File: src/wlmpr_defs.svh
// Purpose: constants for write leveling and register readout logic
// Assumes: mode register bits arrive as a 16-bit address word
// Notes: all positions are bit indices into the command address word
`ifndef WLMPR_DEFS_SVH
`define WLMPR_DEFS_SVH
`define MR1_LEVEL_BIT 7
`define MR1_QOFF_BIT 12
`define MR3_MPR_BIT 2
`define MR3_LOC_LSB 0
`define MR0_BL_LSB 0
`define COL_BC_BIT 12
`define COL_NIBBLE_BIT 2
`define MPR_PATTERN 8'haa
`define MR1_UPD_MASK 16'h1a66
`define MR_ADDR_RESET 16'h0000
`define TWLO_NS 9
`define TWLO_CYC ((`TWLO_NS * 200 + 999) / 1000)
`endif

File: src/wlmpr_pkg.sv
// Purpose: shared types for write leveling and register readout logic
// Assumes: nothing beyond the defs header
// Notes: burst state for the readout serializer
package wlmpr_pkg;
   typedef enum logic [1:0] {RD_IDLE, RD_WAIT, RD_BURST} rd_state_type;
endpackage : wlmpr_pkg

File: src/wlmpr_if.sv
// Purpose: carries leveling feedback between top and feedback stage
// Assumes: one clock domain
// Notes: top drives sample and control, stage returns the dq value
`timescale 1ns/1ps
`default_nettype none
interface wlmpr_if;
   logic level_en; // leveling mode active
   logic sample_stb; // one-cycle pulse on strobe rise
   logic ck_level; // clock level caught by the strobe
   logic all_bits; // feedback on every bit
   logic fb_valid; // feedback has been produced once
   logic [7:0] fb_dq; // feedback byte
   modport top (output level_en, sample_stb, ck_level, all_bits, input fb_valid, fb_dq);
   modport stage (input level_en, sample_stb, ck_level, all_bits, output fb_valid, fb_dq);
endinterface : wlmpr_if
`default_nettype wire

File: src/wl_feedback.sv
// Purpose: delayed leveling feedback onto the data byte
// Assumes: sample_stb pulses once per rising strobe edge
// Notes: twlo is modelled as a fixed cycle delay
`timescale 1ns/1ps
`default_nettype none
`include "wlmpr_defs.svh"
module wl_feedback #(
   parameter int DELAY = `TWLO_CYC
) (
   // clock and reset
   input wire logic mclk_i,
   input wire logic rst_b_i,
   // link to top
   wlmpr_if.stage lnk
);
   logic [DELAY-1:0] pipe_ff; // sample pulse delay line
   logic [DELAY-1:0] lvl_ff; // sampled level delay line
   logic [7:0] fb_dq_ff; // feedback byte
   logic fb_valid_ff; // first sample done

   // delay line for the twlo latency
   always_ff @(posedge mclk_i)
   begin
      if (!rst_b_i)
      begin
         pipe_ff <= '0;
         lvl_ff <= '0;
      end
      else
      begin
         pipe_ff <= {pipe_ff[DELAY-2:0], lnk.sample_stb};
         lvl_ff <= {lvl_ff[DELAY-2:0], lnk.ck_level};
      end
   end

   // feedback byte; idle bits held low, or copy the sample when all_bits is set, once the first sample lands
   always_ff @(posedge mclk_i)
   begin
      if (!rst_b_i || !lnk.level_en)
      begin
         fb_dq_ff <= 8'h00;
         fb_valid_ff <= 1'b0;
      end
      else if (pipe_ff[DELAY-1])
      begin
         fb_valid_ff <= 1'b1;
         // high sample gives one, low sample gives zero
         fb_dq_ff <= lnk.all_bits ? {8{lvl_ff[DELAY-1]}} : {7'h00, lvl_ff[DELAY-1]};
      end
   end

   assign lnk.fb_dq = fb_dq_ff;
   assign lnk.fb_valid = fb_valid_ff;

   a_fb_level: assert property (@(posedge mclk_i) disable iff (!rst_b_i)
      pipe_ff[DELAY-1] && lnk.level_en |=> fb_dq_ff[0] == $past(lvl_ff[DELAY-1]))
      else $error("feedback bit does not match sampled clock");
   a_fb_idle_low: assert property (@(posedge mclk_i) disable iff (!rst_b_i)
      fb_valid_ff && !lnk.all_bits && $stable(lnk.all_bits) |-> fb_dq_ff[7:1] == 7'h00)
      else $error("non-prime feedback bits not low");
endmodule : wl_feedback
`default_nettype wire

File: src/wlmpr_top.sv
// Purpose: write leveling feedback and register readout inside the memory device
// Assumes: decoded commands arrive on mclk_i; strobe and clock level are pins
// Notes: read latency is a port value counted in cycles of mclk_i
`timescale 1ns/1ps
`default_nettype none
`include "wlmpr_defs.svh"

// Behaviour
// - MR1 A7 enters and leaves leveling
// - leveling ODT terminates strobes only
// - exit write may update listed MR1 bits
// - strobe rise samples clock, delayed feedback
// - prime bit feedback, others held low or copied
// - MR3 A2 redirects reads to register
// - autoprecharge ignored during register reads
// - MR3 A[1:0] selects readout location
// - serial on bit zero, others copy/zero
// - chopped reads pick nibble by A2
// - A12 chops on fly; others ignored
// - burst position zero is LSB
// - location 00 gives alternating pattern
module wlmpr_top #(
   parameter int RL_W = 5 // width of read latency count
) (
   // clock and reset
   input wire logic mclk_i,
   input wire logic rst_b_i,
   // decoded commands
   input wire logic mrs_i, // mode register write pulse
   input wire logic [2:0] mr_sel_i, // target mode register
   input wire logic [15:0] addr_i, // address word
   input wire logic rd_i, // read pulse
   input wire logic rd_ap_i, // read with autoprecharge
   // pins
   input wire logic odt_i, // termination request pin
   input wire logic dqs_i, // data strobe pin
   input wire logic ck_i, // clock level as seen at strobe edge
   // configuration
   input wire logic [RL_W-1:0] rl_i, // read latency in cycles
   input wire logic fb_all_bits_i, // feedback on all bits
   input wire logic mpr_copy_i, // upper bits copy bit zero
   // outputs
   output logic [7:0] dq_o, // data byte
   output logic dq_oe_b_o, // low while driving data
   output logic rtt_dqs_o, // strobe termination on
   output logic rtt_dq_o, // data termination on
   output logic level_mode_o, // leveling active
   output logic mpr_mode_o, // register readout active
   output logic [15:0] mr1_o, // current MR1 image
   output logic precharge_o // autoprecharge request to array
);
   logic [15:0] mr0_ff, mr1_ff, mr3_ff; // mode register images
   logic [2:0] dqs_sync_ff, ck_sync_ff, odt_sync_ff; // pin synchronisers plus history
   logic rtt_dqs_ff, rtt_dq_ff, pre_ff; // registered outputs
   logic [7:0] dq_ff; // data output
   logic oe_b_ff; // output enable, low active
   wlmpr_pkg::rd_state_type st_ff; // readout state
   logic [RL_W-1:0] lat_ff; // latency counter
   logic [2:0] beat_ff, last_ff; // current and final beat
   logic [7:0] pat_ff; // selected readout location
   logic strobe_rise; // strobe rising edge
   wlmpr_if lnk ();

   // pin synchronisers; stage 0 only feeds stage 1
   always_ff @(posedge mclk_i)
   begin
      if (!rst_b_i)
      begin
         dqs_sync_ff <= 3'h0;
         ck_sync_ff <= 3'h0;
         odt_sync_ff <= 3'h0;
      end
      else
      begin
         dqs_sync_ff <= {dqs_sync_ff[1:0], dqs_i};
         ck_sync_ff <= {ck_sync_ff[1:0], ck_i};
         odt_sync_ff <= {odt_sync_ff[1:0], odt_i};
      end
   end
   // edge taken on stages 1 and 2, never on the first stage
   assign strobe_rise = dqs_sync_ff[1] & ~dqs_sync_ff[2];

   // mode register images
   always_ff @(posedge mclk_i)
   begin
      if (!rst_b_i)
      begin
         mr0_ff <= `MR_ADDR_RESET;
         mr1_ff <= `MR_ADDR_RESET;
         mr3_ff <= `MR_ADDR_RESET;
      end
      else if (mrs_i)
      begin
         case (mr_sel_i)
            3'h0: mr0_ff <= addr_i;
            3'h1:
            begin
               if (mr1_ff[`MR1_LEVEL_BIT] && addr_i[`MR1_LEVEL_BIT])
                  // while leveling only the output-off bit may change
                  mr1_ff[`MR1_QOFF_BIT] <= addr_i[`MR1_QOFF_BIT];
               else if (mr1_ff[`MR1_LEVEL_BIT])
                  // exit write takes the listed bits; the enable always drops, else we never leave
                  mr1_ff <= (mr1_ff & ~(`MR1_UPD_MASK | (16'h0001 << `MR1_LEVEL_BIT))) |
                            (addr_i & `MR1_UPD_MASK);
               else
                  mr1_ff <= addr_i;
            end
            3'h3: mr3_ff <= addr_i;
            default: ;
         endcase
      end
   end

   // termination: in leveling ODT only drives the strobe pair
   always_ff @(posedge mclk_i)
   begin
      if (!rst_b_i)
      begin
         rtt_dqs_ff <= 1'b0;
         rtt_dq_ff <= 1'b0;
      end
      else if (mr1_ff[`MR1_LEVEL_BIT])
      begin
         rtt_dqs_ff <= odt_sync_ff[1];
         rtt_dq_ff <= 1'b0;
      end
      else
      begin
         rtt_dqs_ff <= odt_sync_ff[1];
         rtt_dq_ff <= odt_sync_ff[1];
      end
   end

   // leveling link to the feedback stage
   assign lnk.level_en = mr1_ff[`MR1_LEVEL_BIT];
   assign lnk.sample_stb = strobe_rise & mr1_ff[`MR1_LEVEL_BIT];
   assign lnk.ck_level = ck_sync_ff[1];
   assign lnk.all_bits = fb_all_bits_i;

   wl_feedback fb_u (
      .mclk_i(mclk_i),
      .rst_b_i(rst_b_i),
      .lnk(lnk)
   );

   // readout sequencer: latency wait then one beat per cycle
   always_ff @(posedge mclk_i)
   begin
      if (!rst_b_i)
      begin
         st_ff <= wlmpr_pkg::RD_IDLE;
         lat_ff <= '0;
         beat_ff <= 3'h0;
         last_ff <= 3'h0;
         pat_ff <= 8'h00;
      end
      else
      begin
         case (st_ff)
            wlmpr_pkg::RD_IDLE:
            begin
               if ((rd_i || rd_ap_i) && mr3_ff[`MR3_MPR_BIT])
               begin
                  st_ff <= wlmpr_pkg::RD_WAIT;
                  lat_ff <= rl_i;
                  // location 00 holds the calibration pattern; others reserved, read zero
                  pat_ff <= (mr3_ff[`MR3_LOC_LSB +: 2] == 2'h0) ? `MPR_PATTERN : 8'h00;
                  // chop on the fly only when MR0 burst field allows it; bank, A10 ignored
                  if (mr0_ff[`MR0_BL_LSB +: 2] == 2'h2 ||
                      (mr0_ff[`MR0_BL_LSB +: 2] == 2'h1 && !addr_i[`COL_BC_BIT]))
                  begin
                     beat_ff <= {addr_i[`COL_NIBBLE_BIT], 2'h0};
                     last_ff <= {addr_i[`COL_NIBBLE_BIT], 2'h3};
                  end
                  else
                  begin
                     beat_ff <= 3'h0;
                     last_ff <= 3'h7;
                  end
               end
            end
            wlmpr_pkg::RD_WAIT:
            begin
               if (lat_ff <= 1)
                  st_ff <= wlmpr_pkg::RD_BURST;
               else
                  lat_ff <= lat_ff - 1'b1;
            end
            wlmpr_pkg::RD_BURST:
            begin
               if (beat_ff == last_ff)
                  st_ff <= wlmpr_pkg::RD_IDLE;
               else
                  beat_ff <= beat_ff + 3'h1;
            end
            default: st_ff <= wlmpr_pkg::RD_IDLE;
         endcase
      end
   end

   // data pins: readout beats, else leveling feedback
   always_ff @(posedge mclk_i)
   begin
      if (!rst_b_i)
      begin
         dq_ff <= 8'h00;
         oe_b_ff <= 1'b1;
      end
      else if (st_ff == wlmpr_pkg::RD_BURST)
      begin
         // beat position picks the bit, position zero is the LSB
         dq_ff <= mpr_copy_i ? {8{pat_ff[beat_ff]}} : {7'h00, pat_ff[beat_ff]};
         oe_b_ff <= 1'b0;
      end
      else if (mr1_ff[`MR1_LEVEL_BIT] && lnk.fb_valid)
      begin
         dq_ff <= lnk.fb_dq;
         oe_b_ff <= 1'b0;
      end
      else
      begin
         dq_ff <= 8'h00;
         oe_b_ff <= 1'b1;
      end
   end

   // autoprecharge passes to the array only outside readout mode
   always_ff @(posedge mclk_i)
   begin
      if (!rst_b_i)
         pre_ff <= 1'b0;
      else
         pre_ff <= rd_ap_i & ~mr3_ff[`MR3_MPR_BIT];
   end

   assign dq_o = dq_ff;
   assign dq_oe_b_o = oe_b_ff;
   assign rtt_dqs_o = rtt_dqs_ff;
   assign rtt_dq_o = rtt_dq_ff;
   assign level_mode_o = mr1_ff[`MR1_LEVEL_BIT];
   assign mpr_mode_o = mr3_ff[`MR3_MPR_BIT];
   assign mr1_o = mr1_ff;
   assign precharge_o = pre_ff;

   a_lvl_enter: assert property (@(posedge mclk_i) disable iff (!rst_b_i)
      mrs_i && mr_sel_i == 3'h1 |=> level_mode_o == $past(addr_i[`MR1_LEVEL_BIT]))
      else $error("leveling mode does not follow MR1 write");
   a_dq_term_off: assert property (@(posedge mclk_i) disable iff (!rst_b_i)
      level_mode_o && $past(level_mode_o) |-> !rtt_dq_o)
      else $error("data termination on during leveling");
   a_no_ap_mpr: assert property (@(posedge mclk_i) disable iff (!rst_b_i)
      rd_ap_i && mpr_mode_o |=> !precharge_o)
      else $error("precharge in readout mode");
   a_mpr_bit0: assert property (@(posedge mclk_i) disable iff (!rst_b_i)
      st_ff == wlmpr_pkg::RD_BURST |=> !dq_oe_b_o && dq_o[0] == $past(pat_ff[beat_ff]))
      else $error("readout bit order wrong");
   a_mpr_upper: assert property (@(posedge mclk_i) disable iff (!rst_b_i)
      st_ff == wlmpr_pkg::RD_BURST && !mpr_copy_i |=> dq_o[7:1] == 7'h00)
      else $error("upper bits not zero");
   a_mpr_pattern: assert property (@(posedge mclk_i) disable iff (!rst_b_i)
      st_ff == wlmpr_pkg::RD_IDLE && rd_i && mpr_mode_o && mr3_ff[1:0] == 2'h0
      |=> pat_ff == 8'haa)
      else $error("calibration pattern wrong");
   a_chop_nibble: assert property (@(posedge mclk_i) disable iff (!rst_b_i)
      st_ff == wlmpr_pkg::RD_IDLE && rd_i && mpr_mode_o && mr0_ff[1:0] == 2'h2
      |=> beat_ff == {$past(addr_i[2]), 2'h0} && last_ff == {$past(addr_i[2]), 2'h3})
      else $error("chopped nibble wrong");
   a_no_mpr_array: assert property (@(posedge mclk_i) disable iff (!rst_b_i)
      st_ff == wlmpr_pkg::RD_IDLE && rd_i && !mpr_mode_o |=> st_ff == wlmpr_pkg::RD_IDLE)
      else $error("array read started readout");
endmodule : wlmpr_top
`default_nettype wire

File: config.mk
export PLATFORM = sky130hd
export DESIGN_NAME = wlmpr_top
export DESIGN_NICKNAME = d
export VERILOG_FILES = /design/src/wlmpr_pkg.sv /design/src/wlmpr_if.sv /design/src/wl_feedback.sv /design/src/wlmpr_top.sv
export VERILOG_INCLUDE_DIRS = /design/src
export SDC_FILE = /design/constraint.sdc
export NUM_CORES = 1
export LEC_CHECK = 0
export ABC_CLOCK_PERIOD_IN_PS = 3000
export BUFFER_PORTS_ARGS = -buffer_cell sky130_fd_sc_hd__buf_2
export CORE_ASPECT_RATIO = 2
export CORE_MARGIN = 10
export CORE_UTILIZATION = 40
export CTS_CLUSTER_DIAMETER = 100
export DETAILED_ROUTE_END_ITERATION = 10
export PLACE_DENSITY_LB_ADDON = 0.3
export SETUP_SLACK_MARGIN = 0.2
export SYNTH_ARGS = -nofsm -noshare
export SYNTH_HDL_FRONTEND = slang
export SYNTH_SLANG_ARGS = --single-unit
export TNS_END_PERCENT = 10
File: constraint.sdc
create_clock -name mclk_i -period 3 [get_ports mclk_i]
set_clock_uncertainty 0.2 [all_clocks]
set_input_delay 0.15 -clock mclk_i [delete_from_list [all_inputs] [get_ports mclk_i]]
set_output_delay 0.15 -clock mclk_i [all_outputs]
set_load 0.01 [all_outputs]
==> results.ini, run 1 <==
[setup_path]
crit_fanout=12
startpoint=rd_ap_i
r2r-start=lat_ff[1]
arrival_ns=1.85
worstSetupStartpointType=input pin
critPathKind=in -> reg
endpoint_kind=register
required_ns=2.97

[yosys]
yosys_most_used_dff=dfxtp_1
postSynth.asyncResetShare=0
synthCells=234
avgSynthCellArea_um2=9.35
synthTopCellsByArea=dfxtp_1 49%, mux2i_1 6.9%, nor2_1 5.5%
synth_area_um2=2190
yosysUniqueCellTypes=44
synth_seq_cells=54
yosysMostFrequentCell=dfxtp_1
yosys-top-cells-count=54 x dfxtp_1, 32 x nor2_1, 21 x a21oi_1
syn-num-nets=271
synth_top_area_cell=dfxtp_1
yosysWarnings=0
yosysSeqAreaShare=0.494
synth_top_area_frac=0.494
synth_edf_count=0

[cells_and_area]
area_growth_pct=29.4
drive_gt1_frac=0.252
final_area_um2=2830
fin_cells=374
nets=350
n_antenna_cell=0
num-fill-cells=525

[sta]
max_slew_margin=0.570
tns_ns=0
grt_setup_unrepaired=false
drv_slew=0
finalCritPeriodShare=0.629
setup_viol=0
setup_ws_ns=1.11
max_freq_ghz=0.530
hold_viol=0
finalCriticalPeriod_ns=1.89
tightestPinTransition_ns=0.637

[placed_design]
gp_congestion=0.781
dp.cells=342
post-dp-hpwl_um=3990
placement.cell_area_um2=2490
io_buffers=63
place_ws_ns=1.18

[global_route]
busiest_layer=met2
gr-total-overflow=0
grt_pass1_wl_um=8980
antenna_found_initial=0
grt_util_met3=0.0367
met1_usage=0.120
grt_max_degree=23
grt_pass1_vias=1912
grt_usage=0.122
use_met2=0.216

[clock_network]
path_clk_slew_ns=0.09
cts-root-buf=clkbuf_8
cts_tree=done
h-tree-depth=2
cts_setup_buffers=0
clock_sinks=54
clockBufferDepth=2
clkLatencyLatePin_ns=0.31
cts_inserted_buffers=5

[detailed_routing]
vias_per_cell=4.98
vias=1862
routedWlPerCell_um=14.5
drt-total-wl_um=5440
drc=0
drt_iter0_markers=73
ant_nets=0
drt_pass1_iterations=4

[die]
die_area_um2=9010
ios=64
die_h_um=125
rows=38
die_x_um=72.3
core-area_um2=5370
start_util=0.407

[run]
maxCapViolCount=0

[outcome]
status=completed

[power_and_ir_drop]
vdd_ir_drop_max_v=0.000457
power.leakage_nw=1.22
power_density_nw_per_um2=457

[hold_path]
worstHoldStart=rst_b_i
hp-class=in -> reg

[layout make-up]
type                       count  area (um2)  share of cell area
clock buffer                   7        96.3              0.0340
clock inverter                 1        8.76             0.00309
inverter                       5        18.8             0.00663
multi-input combinational    159         990               0.349
sequential                    54        1080               0.382
tap                           60        75.1              0.0265
timing repair buffer          88         563               0.199
[layer usage]
layer,vias up,share of wire
met3,10,0.047
met1,849,0.39
met4,0,0.029
li1,956,-
met2,47,0.54
met5,-,0
[timing repair]
item	4_1_cts	5_1_grt
gates resized for setup	0	0
hold buffers	24	0
hold endpoints to repair	29	0
[state kept, by name, summed over array words and instances, names as in the netlist, 3 cells and up]
signal and cells:
beat_ff 3, mr1_o 16, lat_ff 5, dqs_sync_ff 3, mr3_ff 3
[through the flow]
| step | power [mW] | hold WS, ns | utilization |
|---|---|---|---|
| floorplan | 0.800 | 0.0638 | - |
| global placement | 0.838 | 0.154 | 0.463 |
| detailed placement | 0.840 | 0.160 | 0.463 |
| CTS | 1.31 | 0.0185 | 0.527 |
| global route | 1.35 | 0.0332 | 0.527 |
| finish | 1.29 | 0.0252 | 0.527 |
[worst paths after layout]
kind                           to  slack [ns]  depth (start not counted)
setup / recovery        lat_ff[2]        1.11                          6
hold / removal          dq_oe_b_o        0.03                          2
setup reg to reg        lat_ff[4]        1.17                          6
hold reg to reg   fb_u.pipe_ff[0]        0.19                          1
[where the power goes]
part	total (mW)	internal [mW]	switching, mW
combinational	0.110	0.0598	0.0501
sequential	0.738	0.731	0.00737
clock	0.446	0.212	0.234
total	1.29	1.00	0.291
[critical path, cell delays in order]
cell,delay (ns)
dlygate4sd3_1,0.54
buf_2,0.13
or2_2,0.32
nand3_1,0.37
and2_4,0.26
o32ai_1,0.09
[kinds of logic (layout without fill, tap and decap cells)]
group / after synthesis / after routing / synth area share
compound gates: 41 / 41 / 0.128
buf+inv: 21 / 101 / 0.0537
xor+xnor: 2 / 2 / 0.00801
fa+ha+maj: 3 / 3 / 0.0172
mux: 16 / 16 / 0.0738
simple gates: 97 / 97 / 0.225
flops: 54 / 54 / 0.494
[placed cells by master (no fill, tap or decap), types with 2 or more instances in the layout]
| master | synthesis | routed |
|---|---|---|
| dlygate4sd3_1 | 0 | 24 |
| nor2b_1 | 2 | 2 |
| dfxtp_1 | 54 | 54 |
| o211ai_1 | 3 | 3 |
| nor2_1 | 32 | 32 |
| or3_1 | 2 | 2 |
| nor3b_1 | 3 | 3 |
| and2_1 | 12 | 12 |
| ha_1 | 3 | 3 |
| nand2_1 | 17 | 17 |
| nand3_1 | 12 | 12 |
| o32ai_1 | 3 | 3 |
| a31oi_1 | 3 | 3 |
| and3_1 | 2 | 2 |
| nand2b_1 | 3 | 3 |
| o21ai_0 | 3 | 3 |
| nor3_1 | 2 | 2 |
| buf_2 | 1 | 63 |
| nor4b_1 | 2 | 2 |
| mux2i_1 | 15 | 15 |
| a21oi_1 | 21 | 21 |
| clkbuf_8 | 0 | 7 |
| inv_1 | 5 | 5 |
No activity file was read; power rests on OpenSTA's default activity.
==> inputs of run 2 (changes only) <==
- ABC_CLOCK_PERIOD_IN_PS: 3000 -> 1700
- clock period: 3 -> 1.7 ns (I/O delays scaled with it)
==> run 2 against run 1 <==
First-iteration DRC count fell by 12%. Register-to-register slack lost 1.1 ns. Die area unchanged. Core utilization up 3.2 points. Largest power group unchanged.
==> results.ini, run 2 (synthesized netlist as in run 1, its figures left out) <==
[outcome]
status=completed

[detailed_routing]
drt-total-wl_um=5560
drc=0
routedWlPerCell_um=14.3
drt_iter0_markers=64
ant_nets=0
drt_pass1_iterations=4
vias_per_cell=4.90
vias=1910

[die]
ios=64
rows=38
core-area_um2=5370
die_x_um=72.3
start_util=0.407
die_h_um=125
die_area_um2=9010

[cells_and_area]
num-fill-cells=494
drive_gt1_frac=0.321
area_growth_pct=37.3
finalCoreUtilization=0.559
multiInputGateArea_um2=1040
layout_common_cells=63 x buf_2, 48 x dfxtp_1, 31 x nor2_1
largest_reg_flops=16
n_antenna_cell=0
seqCellArea_um2=1090
mostFrequentLayoutCell=buf_2
final_area_um2=3000
nets=366

[global_route]
antenna_found_initial=0
grt_usage=0.130
use_met2=0.225
gr-total-overflow=0
grt_pass1_vias=2010
busiest_layer=met2
met1_usage=0.131
grt_pass1_wl_um=9540
grt_util_met3=0.0455
grt_max_degree=34

[run]
maxCapViolCount=0

[clock_network]
clockBufferDepth=2
clock_sinks=54
cts_inserted_buffers=5
h-tree-depth=2
path_clk_slew_ns=0.09
clkLatencyLatePin_ns=0.31
cts-root-buf=clkbuf_8
cts_tree=done

[setup_path]
worstSetupStartpointType=register
startpoint=lat_ff[1]
crit_fanout=4
endpoint_kind=register
rr_worst_depth=7
required_ns=1.75
arrival_ns=1.71
critPathKind=reg -> reg
r2r-start=lat_ff[1]

[placed_design]
post-dp-hpwl_um=3920
placement.cell_area_um2=2560
gp_congestion=0.833
io_buffers=63
place_ws_ns=-0.0331

[power_and_ir_drop]
power.leakage_nw=1.31
finalPower_mw=2.22
power_density_nw_per_um2=739
vdd_ir_drop_max_v=0.000714

[sta]
finalCritPeriodShare=0.980
finalCriticalPeriod_ns=1.67
max_freq_ghz=0.600
setup_viol=0
setup_ws_ns=0.0343
grt_setup_unrepaired=true
hold_viol=0
tightestPinTransition_ns=0.353
drv_slew=0
max_slew_margin=0.764

[hold_path]
hold_depth=5
hp-class=in -> reg
worstHoldStart=mr_sel_i[2]

[run 2: cell types whose count changed in the layout (fill, tap and decap cells not counted), sizes merged]
cell         change
clkbuf           -1
clkinv           +1
buf             +12
dlygate4sd3      +4
[run 2: per-layer routing]
metal	wire length (um)	share of wire
met5	0	0
met2	2950	0.53
met1	2120	0.38
met4	125	0.022
met3	363	0.065
[run 2: per-stage QoR]
step | hold WS, ns | setup TNS [ns] | std cells
finish | 0.0593 | 0 | 390
global route | 0.0931 | -0.0124 | 390
CTS | 0.0499 | -0.0226 | 390
detailed placement | 0.0944 | -0.0632 | 352
global placement | 0.0894 | 0 | 352
floorplan | -0.00121 | 0 | 234
[run 2: worst max-delay path, stage by stage (launching register included)]
cell and delay (ns):
dfxtp_2 0.35, inv_2 0.05, ha_4 0.14, o21ba_4 0.23
o41ai_4 0.07, buf_4 0.16, a221o_1 0.28, a21oi_1 0.11
[run 2: final cells by class]
| cell class | instances | area share |
|---|---|---|
| flip-flops and latches | 54 | 0.363 |
| multi-input cells | 159 | 0.346 |
| repair buffers | 104 | 0.231 |
| well taps | 60 | 0.0250 |
| clock buffers | 6 | 0.0242 |
| inverters | 5 | 0.00625 |
| clock inverters | 2 | 0.00458 |
[run 2: worst paths after layout]
check             slack (ns)               to
hold reg to reg         0.19  fb_u.pipe_ff[0]
setup / recovery        0.03        lat_ff[1]
hold / removal          0.06        mr0_ff[1]
setup reg to reg        0.03        lat_ff[1]
[run 2: report_power, final]
part | switching, mW | internal [mW]
combinational | 0.0923 | 0.120
clock | 0.418 | 0.291
sequential | 0.0117 | 1.29
[run 2: timing repair]
item	4_1_cts	5_1_grt
hold buffers	28	0
hold endpoints to repair	35	0
gates resized for setup	14	6
setup endpoints to repair	9	16
buffers inserted	2	0
pin swaps	3	9
